$ cat src/serial_ctrl_pkg.sv
//----------------------------------------------------------------------
// Purpose: Shared constants and types of the serial control block
// Assumes: APB with 32-bit data, 12-bit byte address
// Notes:   Register fields are packed in bit order, msb first
//----------------------------------------------------------------------
package serial_ctrl_pkg;

   //-------------------------------------------------------------------
   // Register map
   //-------------------------------------------------------------------
   localparam int          ADDR_W      = 12;
   localparam int          DATA_W      = 32;
   localparam logic [11:0] ADDR_CTRL2  = 12'h000;
   localparam logic [11:0] ADDR_CFG    = 12'h004;
   localparam logic [11:0] ADDR_STAT   = 12'h008;
   localparam logic [11:0] ADDR_EVT    = 12'h00c;
   localparam logic [11:0] ADDR_MASK   = 12'h010;

   localparam logic [7:0]  CTRL2_RST   = 8'h00;
   localparam logic [7:0]  CFG_RST     = 8'h00;
   localparam logic [3:0]  EVT_RST     = 4'h0;

   // serial_control_two, bit 7 down to bit 0
   typedef struct packed {
      logic tx_empty_irq_en;
      logic tx_done_irq_en;
      logic rx_full_irq_en;
      logic line_quiet_irq_en;
      logic transmitter_on;
      logic receiver_on;
      logic rx_standby_ctrl;
      logic break_send_ctrl;
   } ctrl2_type;

   // Line configuration, bit 7 down to bit 0
   typedef struct packed {
      logic [1:0] spare;
      logic       nine_bit_mode;
      logic       long_break_select;
      logic       wake_on_mark;
      logic       single_wire_direction;
      logic       rx_source_select;
      logic       loopback_select;
   } cfg_type;

   // Sticky event bits
   localparam int EVT_W       = 4;
   localparam int EVT_TX_DONE = 0;
   localparam int EVT_BREAK   = 1;
   localparam int EVT_IDLE    = 2;
   localparam int EVT_WAKE    = 3;

   // Flag interrupt request bits
   localparam int REQ_QUIET   = 0;
   localparam int REQ_RXFULL  = 1;
   localparam int REQ_TXDONE  = 2;
   localparam int REQ_TXEMPTY = 3;

   //-------------------------------------------------------------------
   // Character lengths in bit times
   //-------------------------------------------------------------------
   localparam logic [3:0] CHAR_BITS   = 4'ha;
   localparam logic [3:0] NINTH_BIT   = 4'h1;
   localparam logic [3:0] LONG_EXTRA  = 4'h3;
   localparam logic [3:0] CNT_LAST    = 4'h1;

   typedef enum logic [1:0] {
      ST_QUIET,
      ST_IDLE_CHAR,
      ST_BREAK
   } tx_state_type;

endpackage

$ cat src/serial_control_two.sv
//----------------------------------------------------------------------
// Purpose: Control register two of an async serial port: interrupt
//          enables, transmitter and receiver enables, receiver standby,
//          queued idle and break characters, pin handover
// Assumes: BIT_TICK is a one-cycle pulse per bit time from the baud
//          generator; data path flags arrive on CORE_CLK
// Notes:   How it works list follows
//----------------------------------------------------------------------
// How it works
// [RL1] Control register reads and writes are accepted at any time.
// [RL2] Transmit-done enable set requests interrupt while done flag is one.
// [RL3] Receive enable set requests interrupt while buffer-full flag is one.
// [RL4] Transmitter on drives the transmit pin as a serial output.
// [RL5] Single-wire mode: direction bit decides whether transmit pin drives.
// [RL6] Transmitter off then on while busy queues one idle character.
// [RL7] Pin stays driven until pending data, idle or break has finished.
// [RL8] Receiver enable switches receiver; off releases receive pin.
// [RL9] Loopback always releases the receive pin.
// [RL10] Writing one to standby control parks receiver awaiting wakeup.
// [RL11] Wakeup is idle line, or address mark when mark select is one.
// [RL12] Hardware clears standby control when the wakeup condition occurs.
// [RL13] Break control written one then zero queues one break.
// [RL14] Break is 10/11 bit times low, 13/14 long; repeats while set.
// [RL15] A second break may be queued before software clears the control.
// [RL16] Transmit-done flag is one after reset and when fully idle.
// [RL17] Transmit-empty enable requests interrupt while empty flag is one.
// [RL18] Quiet-line enable requests interrupt while idle flag is one.
//----------------------------------------------------------------------
//
// The implementer's own choices: the APB slave port and the placing of the registers.
`timescale 1ns/100ps

module serial_control_two
(
   input  wire logic                                CORE_CLK,
   input  wire logic                                NRST,
   input  wire logic                                PSEL,
   input  wire logic                                PENABLE,
   input  wire logic                                PWRITE,
   input  wire logic [serial_ctrl_pkg::ADDR_W-1:0]  PADDR,
   input  wire logic [serial_ctrl_pkg::DATA_W-1:0]  PWDATA,
   output      logic [serial_ctrl_pkg::DATA_W-1:0]  PRDATA,
   output      logic                                PREADY,
   output      logic                                PSLVERR,
   input  wire logic                                BIT_TICK,
   input  wire logic                                TX_BUFFER_EMPTY,
   input  wire logic                                TX_DATA_BUSY,
   input  wire logic                                TX_DATA_BIT,
   input  wire logic                                RX_BUFFER_FULL,
   input  wire logic                                LINE_QUIET,
   input  wire logic                                RX_IDLE_SEEN,
   input  wire logic                                RX_MARK_SEEN,
   input  wire logic                                TXD_IN,
   output      logic                                TXD_OUT,
   output      logic                                TXD_OE_N,
   output      logic                                TXD_LINE,
   output      logic                                RXD_OWNED,
   output      logic                                RX_ENABLE,
   output      logic                                RX_STANDBY,
   output      logic                                RX_FROM_TXD,
   output      logic                                TX_DONE,
   output      logic [3:0]                          FLAG_IRQ,
   output      logic                                IRQ
);
   import serial_ctrl_pkg::*;

   //-------------------------------------------------------------------
   // Declarations
   //-------------------------------------------------------------------
   ctrl2_type           ctrl_ff;
   ctrl2_type           wr_fields;
   cfg_type             cfg_ff;
   logic [EVT_W-1:0]    evt_ff;
   logic [EVT_W-1:0]    mask_ff;
   logic [DATA_W-1:0]   rdata_ff;
   logic                slverr_ff;
   tx_state_type        state_ff;
   logic [3:0]          bit_cnt_ff;
   logic                idle_pend_ff;
   logic                brk_pend_ff;
   logic                tc_ff;
   logic                txd_ff;
   logic                oe_n_ff;
   logic [3:0]          flag_req_ff;
   logic                txd_s1_ff;
   logic                txd_s2_ff;
   logic                access;
   logic                wr_ctrl;
   logic                wr_cfg;
   logic                wr_evt;
   logic                wr_mask;
   logic                te_rise;
   logic                sbk_rise;
   logic                wake_hit;
   logic                single_wire;
   logic                tx_active;
   logic                pin_owned;
   logic                tick_last;
   logic                start_idle;
   logic                start_brk;
   logic                idle_done;
   logic                brk_done;
   logic                nxt_tc;
   logic [3:0]          brk_len;
   logic [3:0]          idle_len;
   logic [DATA_W-1:0]   nxt_rdata;
   logic [EVT_W-1:0]    evt_in;

   //-------------------------------------------------------------------
   // Helpers
   //-------------------------------------------------------------------
   function automatic logic is_mapped(input logic [ADDR_W-1:0] a);
      is_mapped = (a == ADDR_CTRL2) || (a == ADDR_CFG) ||
                  (a == ADDR_STAT)  || (a == ADDR_EVT) ||
                  (a == ADDR_MASK);
   endfunction

   function automatic logic [3:0] char_len(input logic nine,
                                           input logic longer);
      char_len = CHAR_BITS + (nine ? NINTH_BIT : 4'h0)
                 + (longer ? LONG_EXTRA : 4'h0);
   endfunction

   //-------------------------------------------------------------------
   // APB slave
   //-------------------------------------------------------------------
   // Zero wait states; read data is captured in the setup cycle so that
   // PRDATA comes straight from flip-flops.
   assign access  = PSEL && PENABLE;
   assign PREADY  = 1'b1;                                        // RL1
   assign wr_ctrl = access && PWRITE && (PADDR == ADDR_CTRL2);   // RL1
   assign wr_cfg  = access && PWRITE && (PADDR == ADDR_CFG);
   assign wr_evt  = access && PWRITE && (PADDR == ADDR_EVT);
   assign wr_mask = access && PWRITE && (PADDR == ADDR_MASK);
   assign PRDATA  = rdata_ff;
   assign PSLVERR = slverr_ff;

   always_comb
   begin
      nxt_rdata = '0;
      case (PADDR)
         ADDR_CTRL2: nxt_rdata[7:0] = ctrl_ff;                   // RL1
         ADDR_CFG:   nxt_rdata[7:0] = cfg_ff;
         ADDR_STAT:  nxt_rdata[7:0] = {state_ff == ST_BREAK,
                                       state_ff == ST_IDLE_CHAR,
                                       brk_pend_ff, idle_pend_ff,
                                       pin_owned, RXD_OWNED,
                                       tc_ff, TX_BUFFER_EMPTY};
         ADDR_EVT:   nxt_rdata[EVT_W-1:0] = evt_ff;
         ADDR_MASK:  nxt_rdata[EVT_W-1:0] = mask_ff;
         default:    nxt_rdata = '0;
      endcase
   end

   always_ff @(posedge CORE_CLK)
   begin
      if (!NRST)
      begin
         rdata_ff  <= '0;
         slverr_ff <= 1'b0;
      end
      else if (PSEL && !PENABLE)
      begin
         rdata_ff  <= PWRITE ? '0 : nxt_rdata;
         slverr_ff <= !is_mapped(PADDR);
      end
   end

   //-------------------------------------------------------------------
   // Control and configuration registers
   //-------------------------------------------------------------------
   assign wr_fields = ctrl2_type'(PWDATA[7:0]);
   assign te_rise  = wr_ctrl && wr_fields.transmitter_on &&
                     !ctrl_ff.transmitter_on;
   assign sbk_rise = wr_ctrl && wr_fields.break_send_ctrl &&
                     !ctrl_ff.break_send_ctrl;
   assign wake_hit = ctrl_ff.rx_standby_ctrl &&
                     (cfg_ff.wake_on_mark ? RX_MARK_SEEN
                                          : RX_IDLE_SEEN);       // RL11

   // A software write wins over a wakeup in the same cycle, so a fresh
   // request for standby is never lost.
   always_ff @(posedge CORE_CLK)
   begin
      if (!NRST)
         ctrl_ff <= ctrl2_type'(CTRL2_RST);
      else if (wr_ctrl)
         ctrl_ff <= ctrl2_type'(PWDATA[7:0]);                    // RL10
      else if (wake_hit)
         ctrl_ff.rx_standby_ctrl <= 1'b0;                        // RL12
   end

   always_ff @(posedge CORE_CLK)
   begin
      if (!NRST)
         cfg_ff <= cfg_type'(CFG_RST);
      else if (wr_cfg)
         cfg_ff <= cfg_type'(PWDATA[7:0]);
   end

   //-------------------------------------------------------------------
   // Idle and break queue
   //-------------------------------------------------------------------
   assign brk_len    = char_len(cfg_ff.nine_bit_mode,
                                cfg_ff.long_break_select);       // RL14
   assign idle_len   = char_len(cfg_ff.nine_bit_mode, 1'b0);
   assign tick_last  = BIT_TICK && (bit_cnt_ff == CNT_LAST);
   assign idle_done  = (state_ff == ST_IDLE_CHAR) && tick_last;
   assign brk_done   = (state_ff == ST_BREAK) && tick_last;
   // Queued characters wait for the data shifter and a bit boundary
   assign start_idle = (state_ff == ST_QUIET) && BIT_TICK &&
                       !TX_DATA_BUSY && idle_pend_ff;
   assign start_brk  = (state_ff == ST_QUIET) && BIT_TICK &&
                       !TX_DATA_BUSY && !idle_pend_ff && brk_pend_ff;

   // Set wins over the clear made by starting the character
   always_ff @(posedge CORE_CLK)
   begin
      if (!NRST)
         idle_pend_ff <= 1'b0;
      else if (te_rise)
         idle_pend_ff <= 1'b1;                                   // RL6
      else if (start_idle)
         idle_pend_ff <= 1'b0;
   end

   always_ff @(posedge CORE_CLK)
   begin
      if (!NRST)
         brk_pend_ff <= 1'b0;
      else if (sbk_rise)
         brk_pend_ff <= 1'b1;                                    // RL13
      else if (brk_done && ctrl_ff.break_send_ctrl)
         brk_pend_ff <= 1'b1;                                    // RL15
      else if (start_brk)
         brk_pend_ff <= 1'b0;
   end

   always_ff @(posedge CORE_CLK)
   begin
      if (!NRST)
      begin
         state_ff   <= ST_QUIET;
         bit_cnt_ff <= '0;
      end
      else
      begin
         case (state_ff)
            ST_QUIET:
            begin
               if (start_idle)
               begin
                  state_ff   <= ST_IDLE_CHAR;
                  bit_cnt_ff <= idle_len;
               end
               else if (start_brk)
               begin
                  state_ff   <= ST_BREAK;
                  bit_cnt_ff <= brk_len;                         // RL14
               end
            end
            ST_IDLE_CHAR, ST_BREAK:
            begin
               if (tick_last)
                  state_ff <= ST_QUIET;
               else if (BIT_TICK)
                  bit_cnt_ff <= bit_cnt_ff - CNT_LAST;
            end
            default:
               state_ff <= ST_QUIET;
         endcase
      end
   end

   //-------------------------------------------------------------------
   // Transmit pin and done flag
   //-------------------------------------------------------------------
   assign single_wire = cfg_ff.loopback_select && cfg_ff.rx_source_select;
   assign tx_active   = (state_ff != ST_QUIET) || TX_DATA_BUSY ||
                        idle_pend_ff || brk_pend_ff;
   // Pin is kept until all queued traffic has drained
   assign pin_owned   = ctrl_ff.transmitter_on || tx_active; // RL4 RL7
   assign nxt_tc      = TX_BUFFER_EMPTY && !tx_active;           // RL16

   always_ff @(posedge CORE_CLK)
   begin
      if (!NRST)
      begin
         txd_ff  <= 1'b1;
         oe_n_ff <= 1'b1;
      end
      else
      begin
         txd_ff  <= (state_ff == ST_BREAK) ? 1'b0 :
                    (TX_DATA_BUSY ? TX_DATA_BIT : 1'b1);
         oe_n_ff <= !(pin_owned &&
                      !(single_wire &&
                        !cfg_ff.single_wire_direction));     // RL5 RL7
      end
   end

   always_ff @(posedge CORE_CLK)
   begin
      if (!NRST)
         tc_ff <= 1'b1;                                          // RL16
      else
         tc_ff <= nxt_tc;
   end

   // Shared line read back for the receiver in single-wire mode
   always_ff @(posedge CORE_CLK)
   begin
      if (!NRST)
      begin
         txd_s1_ff <= 1'b1;
         txd_s2_ff <= 1'b1;
      end
      else
      begin
         txd_s1_ff <= TXD_IN;
         txd_s2_ff <= txd_s1_ff;
      end
   end

   assign TXD_OUT     = txd_ff;
   assign TXD_OE_N    = oe_n_ff;
   assign TXD_LINE    = txd_s2_ff;
   assign TX_DONE     = tc_ff;
   assign RX_ENABLE   = ctrl_ff.receiver_on;                     // RL8
   assign RXD_OWNED   = ctrl_ff.receiver_on &&
                        !cfg_ff.loopback_select;             // RL8 RL9
   assign RX_STANDBY  = ctrl_ff.rx_standby_ctrl;                 // RL10
   assign RX_FROM_TXD = cfg_ff.loopback_select;

   //-------------------------------------------------------------------
   // Flag interrupt requests
   //-------------------------------------------------------------------
   always_ff @(posedge CORE_CLK)
   begin
      if (!NRST)
         flag_req_ff <= '0;
      else
      begin
         flag_req_ff[REQ_TXEMPTY] <= ctrl_ff.tx_empty_irq_en &&
                                     TX_BUFFER_EMPTY;            // RL17
         flag_req_ff[REQ_TXDONE]  <= ctrl_ff.tx_done_irq_en &&
                                     tc_ff;                      // RL2
         flag_req_ff[REQ_RXFULL]  <= ctrl_ff.rx_full_irq_en &&
                                     RX_BUFFER_FULL;             // RL3
         flag_req_ff[REQ_QUIET]   <= ctrl_ff.line_quiet_irq_en &&
                                     LINE_QUIET;                 // RL18
      end
   end

   assign FLAG_IRQ = flag_req_ff;

   //-------------------------------------------------------------------
   // Sticky events and mask
   //-------------------------------------------------------------------
   always_comb
   begin
      evt_in              = '0;
      evt_in[EVT_TX_DONE] = nxt_tc && !tc_ff;
      evt_in[EVT_BREAK]   = brk_done;
      evt_in[EVT_IDLE]    = idle_done;
      evt_in[EVT_WAKE]    = wake_hit;
   end

   // New events win over a write-one-to-clear in the same cycle
   always_ff @(posedge CORE_CLK)
   begin
      if (!NRST)
         evt_ff <= EVT_RST;
      else
         evt_ff <= (evt_ff & ~(wr_evt ? PWDATA[EVT_W-1:0] : EVT_RST))
                   | evt_in;
   end

   always_ff @(posedge CORE_CLK)
   begin
      if (!NRST)
         mask_ff <= EVT_RST;
      else if (wr_mask)
         mask_ff <= PWDATA[EVT_W-1:0];
   end

   assign IRQ = |(evt_ff & mask_ff);
endmodule

$ cat config.mk
export PLATFORM = sky130hd
export DESIGN_NAME = serial_control_two
export DESIGN_NICKNAME = d
export VERILOG_FILES = /design/src/serial_ctrl_pkg.sv /design/src/serial_control_two.sv
export SDC_FILE = /design/constraint.sdc
export NUM_CORES = 1
export LEC_CHECK = 0
export BUFFER_PORTS_ARGS = -buffer_cell sky130_fd_sc_hd__buf_4
export CORE_ASPECT_RATIO = 1.25
export CORE_MARGIN = 10
export CORE_UTILIZATION = 44
export DETAILED_ROUTE_END_ITERATION = 12
export HOLD_SLACK_MARGIN = 0.02
export PLACE_DENSITY_LB_ADDON = 0.05
export SETUP_SLACK_MARGIN = 0.02
export SLEW_MARGIN = 20
export SYNTH_ARGS = -nofsm -noshare
export SYNTH_HDL_FRONTEND = slang
export SYNTH_SLANG_ARGS = --single-unit
$ cat constraint.sdc
create_clock -name CORE_CLK -period 1.75 [get_ports CORE_CLK]
set_input_delay 0.2625 -clock CORE_CLK [delete_from_list [all_inputs] [get_ports CORE_CLK]]
set_output_delay 0.2625 -clock CORE_CLK [all_outputs]
set_load 0.05 [all_outputs]
==> metrics <==
outcome=complete, no violations; vias=2288; setup TNS=0 ns; DRT Pass-1 Iters=5; post-synth top area share=0.373; DP HPWL=5.64 mm; total core area=0.00586 mm2; share of post-route cells with drive strength above 1=0.255; Yosys cell types=53; Crit. End Element=flop; Tmin final=1.62 ns; CTS tree=built; hold slack=0.141 ns; initial antenna violation count=0; fin crit share=0.926; most numerous cell in the Yosys netlist=dfxtp_1; worst vdd ir=0.344 mV; Mapped Area=0.00269 mm2; Area growth syn-to-layout=24.2%; global placement routability congestion=0.825; largest cells by area after synthesis=dfxtp_1 (37%), mux2i_1 (10%), buf_4 (7.3%); Ys Warns=0; critical path type=reg2reg; Rows=31; H-tree depth=2; reg-to-reg startpoint=state_ff[0]; Max Clk Rate=617 MHz; Worst Setup Slack, final=0.130 ns; pre-CTS setup slack=-0.0805 ns; final slew viol count=0; DRT Wirelength=7.08 mm; Hold WC Path Type=in2reg; post-route ant nets=0; Critical Path AT=1.85 ns; FF+latch count, synth=50; Num CTS Buffers=5; Clock Sink Count=50; post-synth top area cell=dfxtp_1; number of global-route vias before repair=2342; Synth Instances=304; wire length per cell=15.7 um; async set or reset register ratio after synthesis=0; Fin. Hold Viols=0; Die Y=107 um; first-pass GRT wire length=11.6 mm; post-synthesis sequential area ratio=0.373; root buf cell=clkbuf_8; DRC=0; clock transition at the registers of the reported paths=0.09 ns; skew final=0.00809 ns; list of most frequent post-synthesis cells=dfxtp_1 (50), nand2_1 (43), mux2i_1 (27); Iter 0 DRT Violations=115; Clock Path Buffers=2; Power Density=691 mW/mm2; Mean Syn Cell Area=8.84 um2; worst skew pair latency=0.30 ns; hold wc startpoint=TXD_IN; Final setup viols=0; Leakage=1.39 nW; Hold Buf Count CTS=0; Worst EP required=1.98 ns; Avg Vias per Cell=5.08; die area=0.00965 mm2; final net count=433; PortBufs=55; maximum number of pins on one net before global-route repair=32; total power=2.31 mW; Initial Utilization=0.459; CP startpoint kind=flop; io pins=105; Die W=89.9 um; # diodes=0; Setup crit start=state_ff[0]; Post-synth EDFFs=0; Remaining Overflow, GRT=0; R2R setup slack=0.13 ns; Max-cap violations=0; unrepaired setup endpoints after global routing=no; Primary FF master, synth=dfxtp_1; total track usage=0.144; CP max FO=8; Filler Cell Count=546
## final timing paths
kind                                       to  cells after the start
worst min register to register       TXD_LINE                      1
worst max-delay path            bit_cnt_ff[3]                      7
worst max register to register  bit_cnt_ff[3]                      7
worst min-delay path                txd_s1_ff                      2
## critical path, stage by stage (launching register included)
cell and delay (ns):
dfxtp_2 0.35, inv_1 0.08, ha_4 0.29, nor4bb_4 0.29, a211oi_2 0.05, buf_4 0.16
and4_1 0.20, nor3_2 0.14
## flip-flops by register name, indices dropped and copies added, names as in the netlist, 2 cells and up
name,cells
PRDATA,8
cfg_ff,7
ctrl_ff,6
FLAG_IRQ,4
bit_cnt_ff,4
evt_ff,4
mask_ff,4
state_ff,2
## where the power goes
group          total (mW)  switching (mW)  internal [mW]
clock               0.830           0.372          0.458
combinational       0.327           0.233         0.0940
sequential           1.15         0.00495           1.15
## area by class of cell
| class | count | area, um2 | share of cell area |
|---|---|---|---|
| clock buffers | 6 | 82.6 | 0.0247 |
| well taps | 82 | 103 | 0.0307 |
| inverters | 9 | 33.8 | 0.0101 |
| flip-flops and latches | 50 | 1000 | 0.300 |
| clock inverters | 1 | 30.0 | 0.00900 |
| repair buffers | 75 | 588 | 0.176 |
| multi-input cells | 227 | 1500 | 0.449 |
## cells by family (layout without fill, tap and decap cells)
logic type | Yosys count | count (layout) | synth area share
DFF | 50 | 50 | 0.373
buffers and inverters | 50 | 91 | 0.115
AOI/OAI and AO/OA | 56 | 56 | 0.141
other | 2 | 25 | 0.00280
adders and majority gates | 7 | 7 | 0.0326
and+or+nand+nor | 107 | 107 | 0.215
muxes | 32 | 32 | 0.122
## placed cells by master (no fill, tap or decap), types with 3 or more instances in the layout
cell       n
o21ai_0    3
a31oi_1    6
and3_1     5
inv_1      8
nand2_1   43
a32o_1     5
ha_1       6
clkbuf_8   6
nor2b_1    5
mux2_1     4
o21ai_1    8
nor2_1     8
nand2b_1   7
conb_1    25
mux2i_1   27
buf_4     73
nor3_1     6
nand3_1   10
dfxtp_1   49
a21oi_1   13
a22oi_1    8
## per-layer routing
| layer | part of all wire | global-route usage | vias up |
|---|---|---|---|
| met5 | 0 | 0 | - |
| li1 | - | - | 1149 |
| met1 | 0.40 | 0.155 | 1079 |
| met4 | 0.011 | 0.0410 | 0 |
| met3 | 0.041 | 0.0328 | 9 |
| met2 | 0.55 | 0.274 | 51 |
## timing repair
action                     CTS  global route
setup endpoints to repair    0             2
gates resized for setup      0             4
setup buffers                0             0
## through the flow
step                instances  area, um2   util
finish                    450       3340  0.570
global placement          443       3190  0.545
floorplan                 327       2790      -
CTS                       450       3300  0.564
global route              450       3340  0.570
detailed placement        443       3190  0.545
Power figures use the tool's default switching activity.
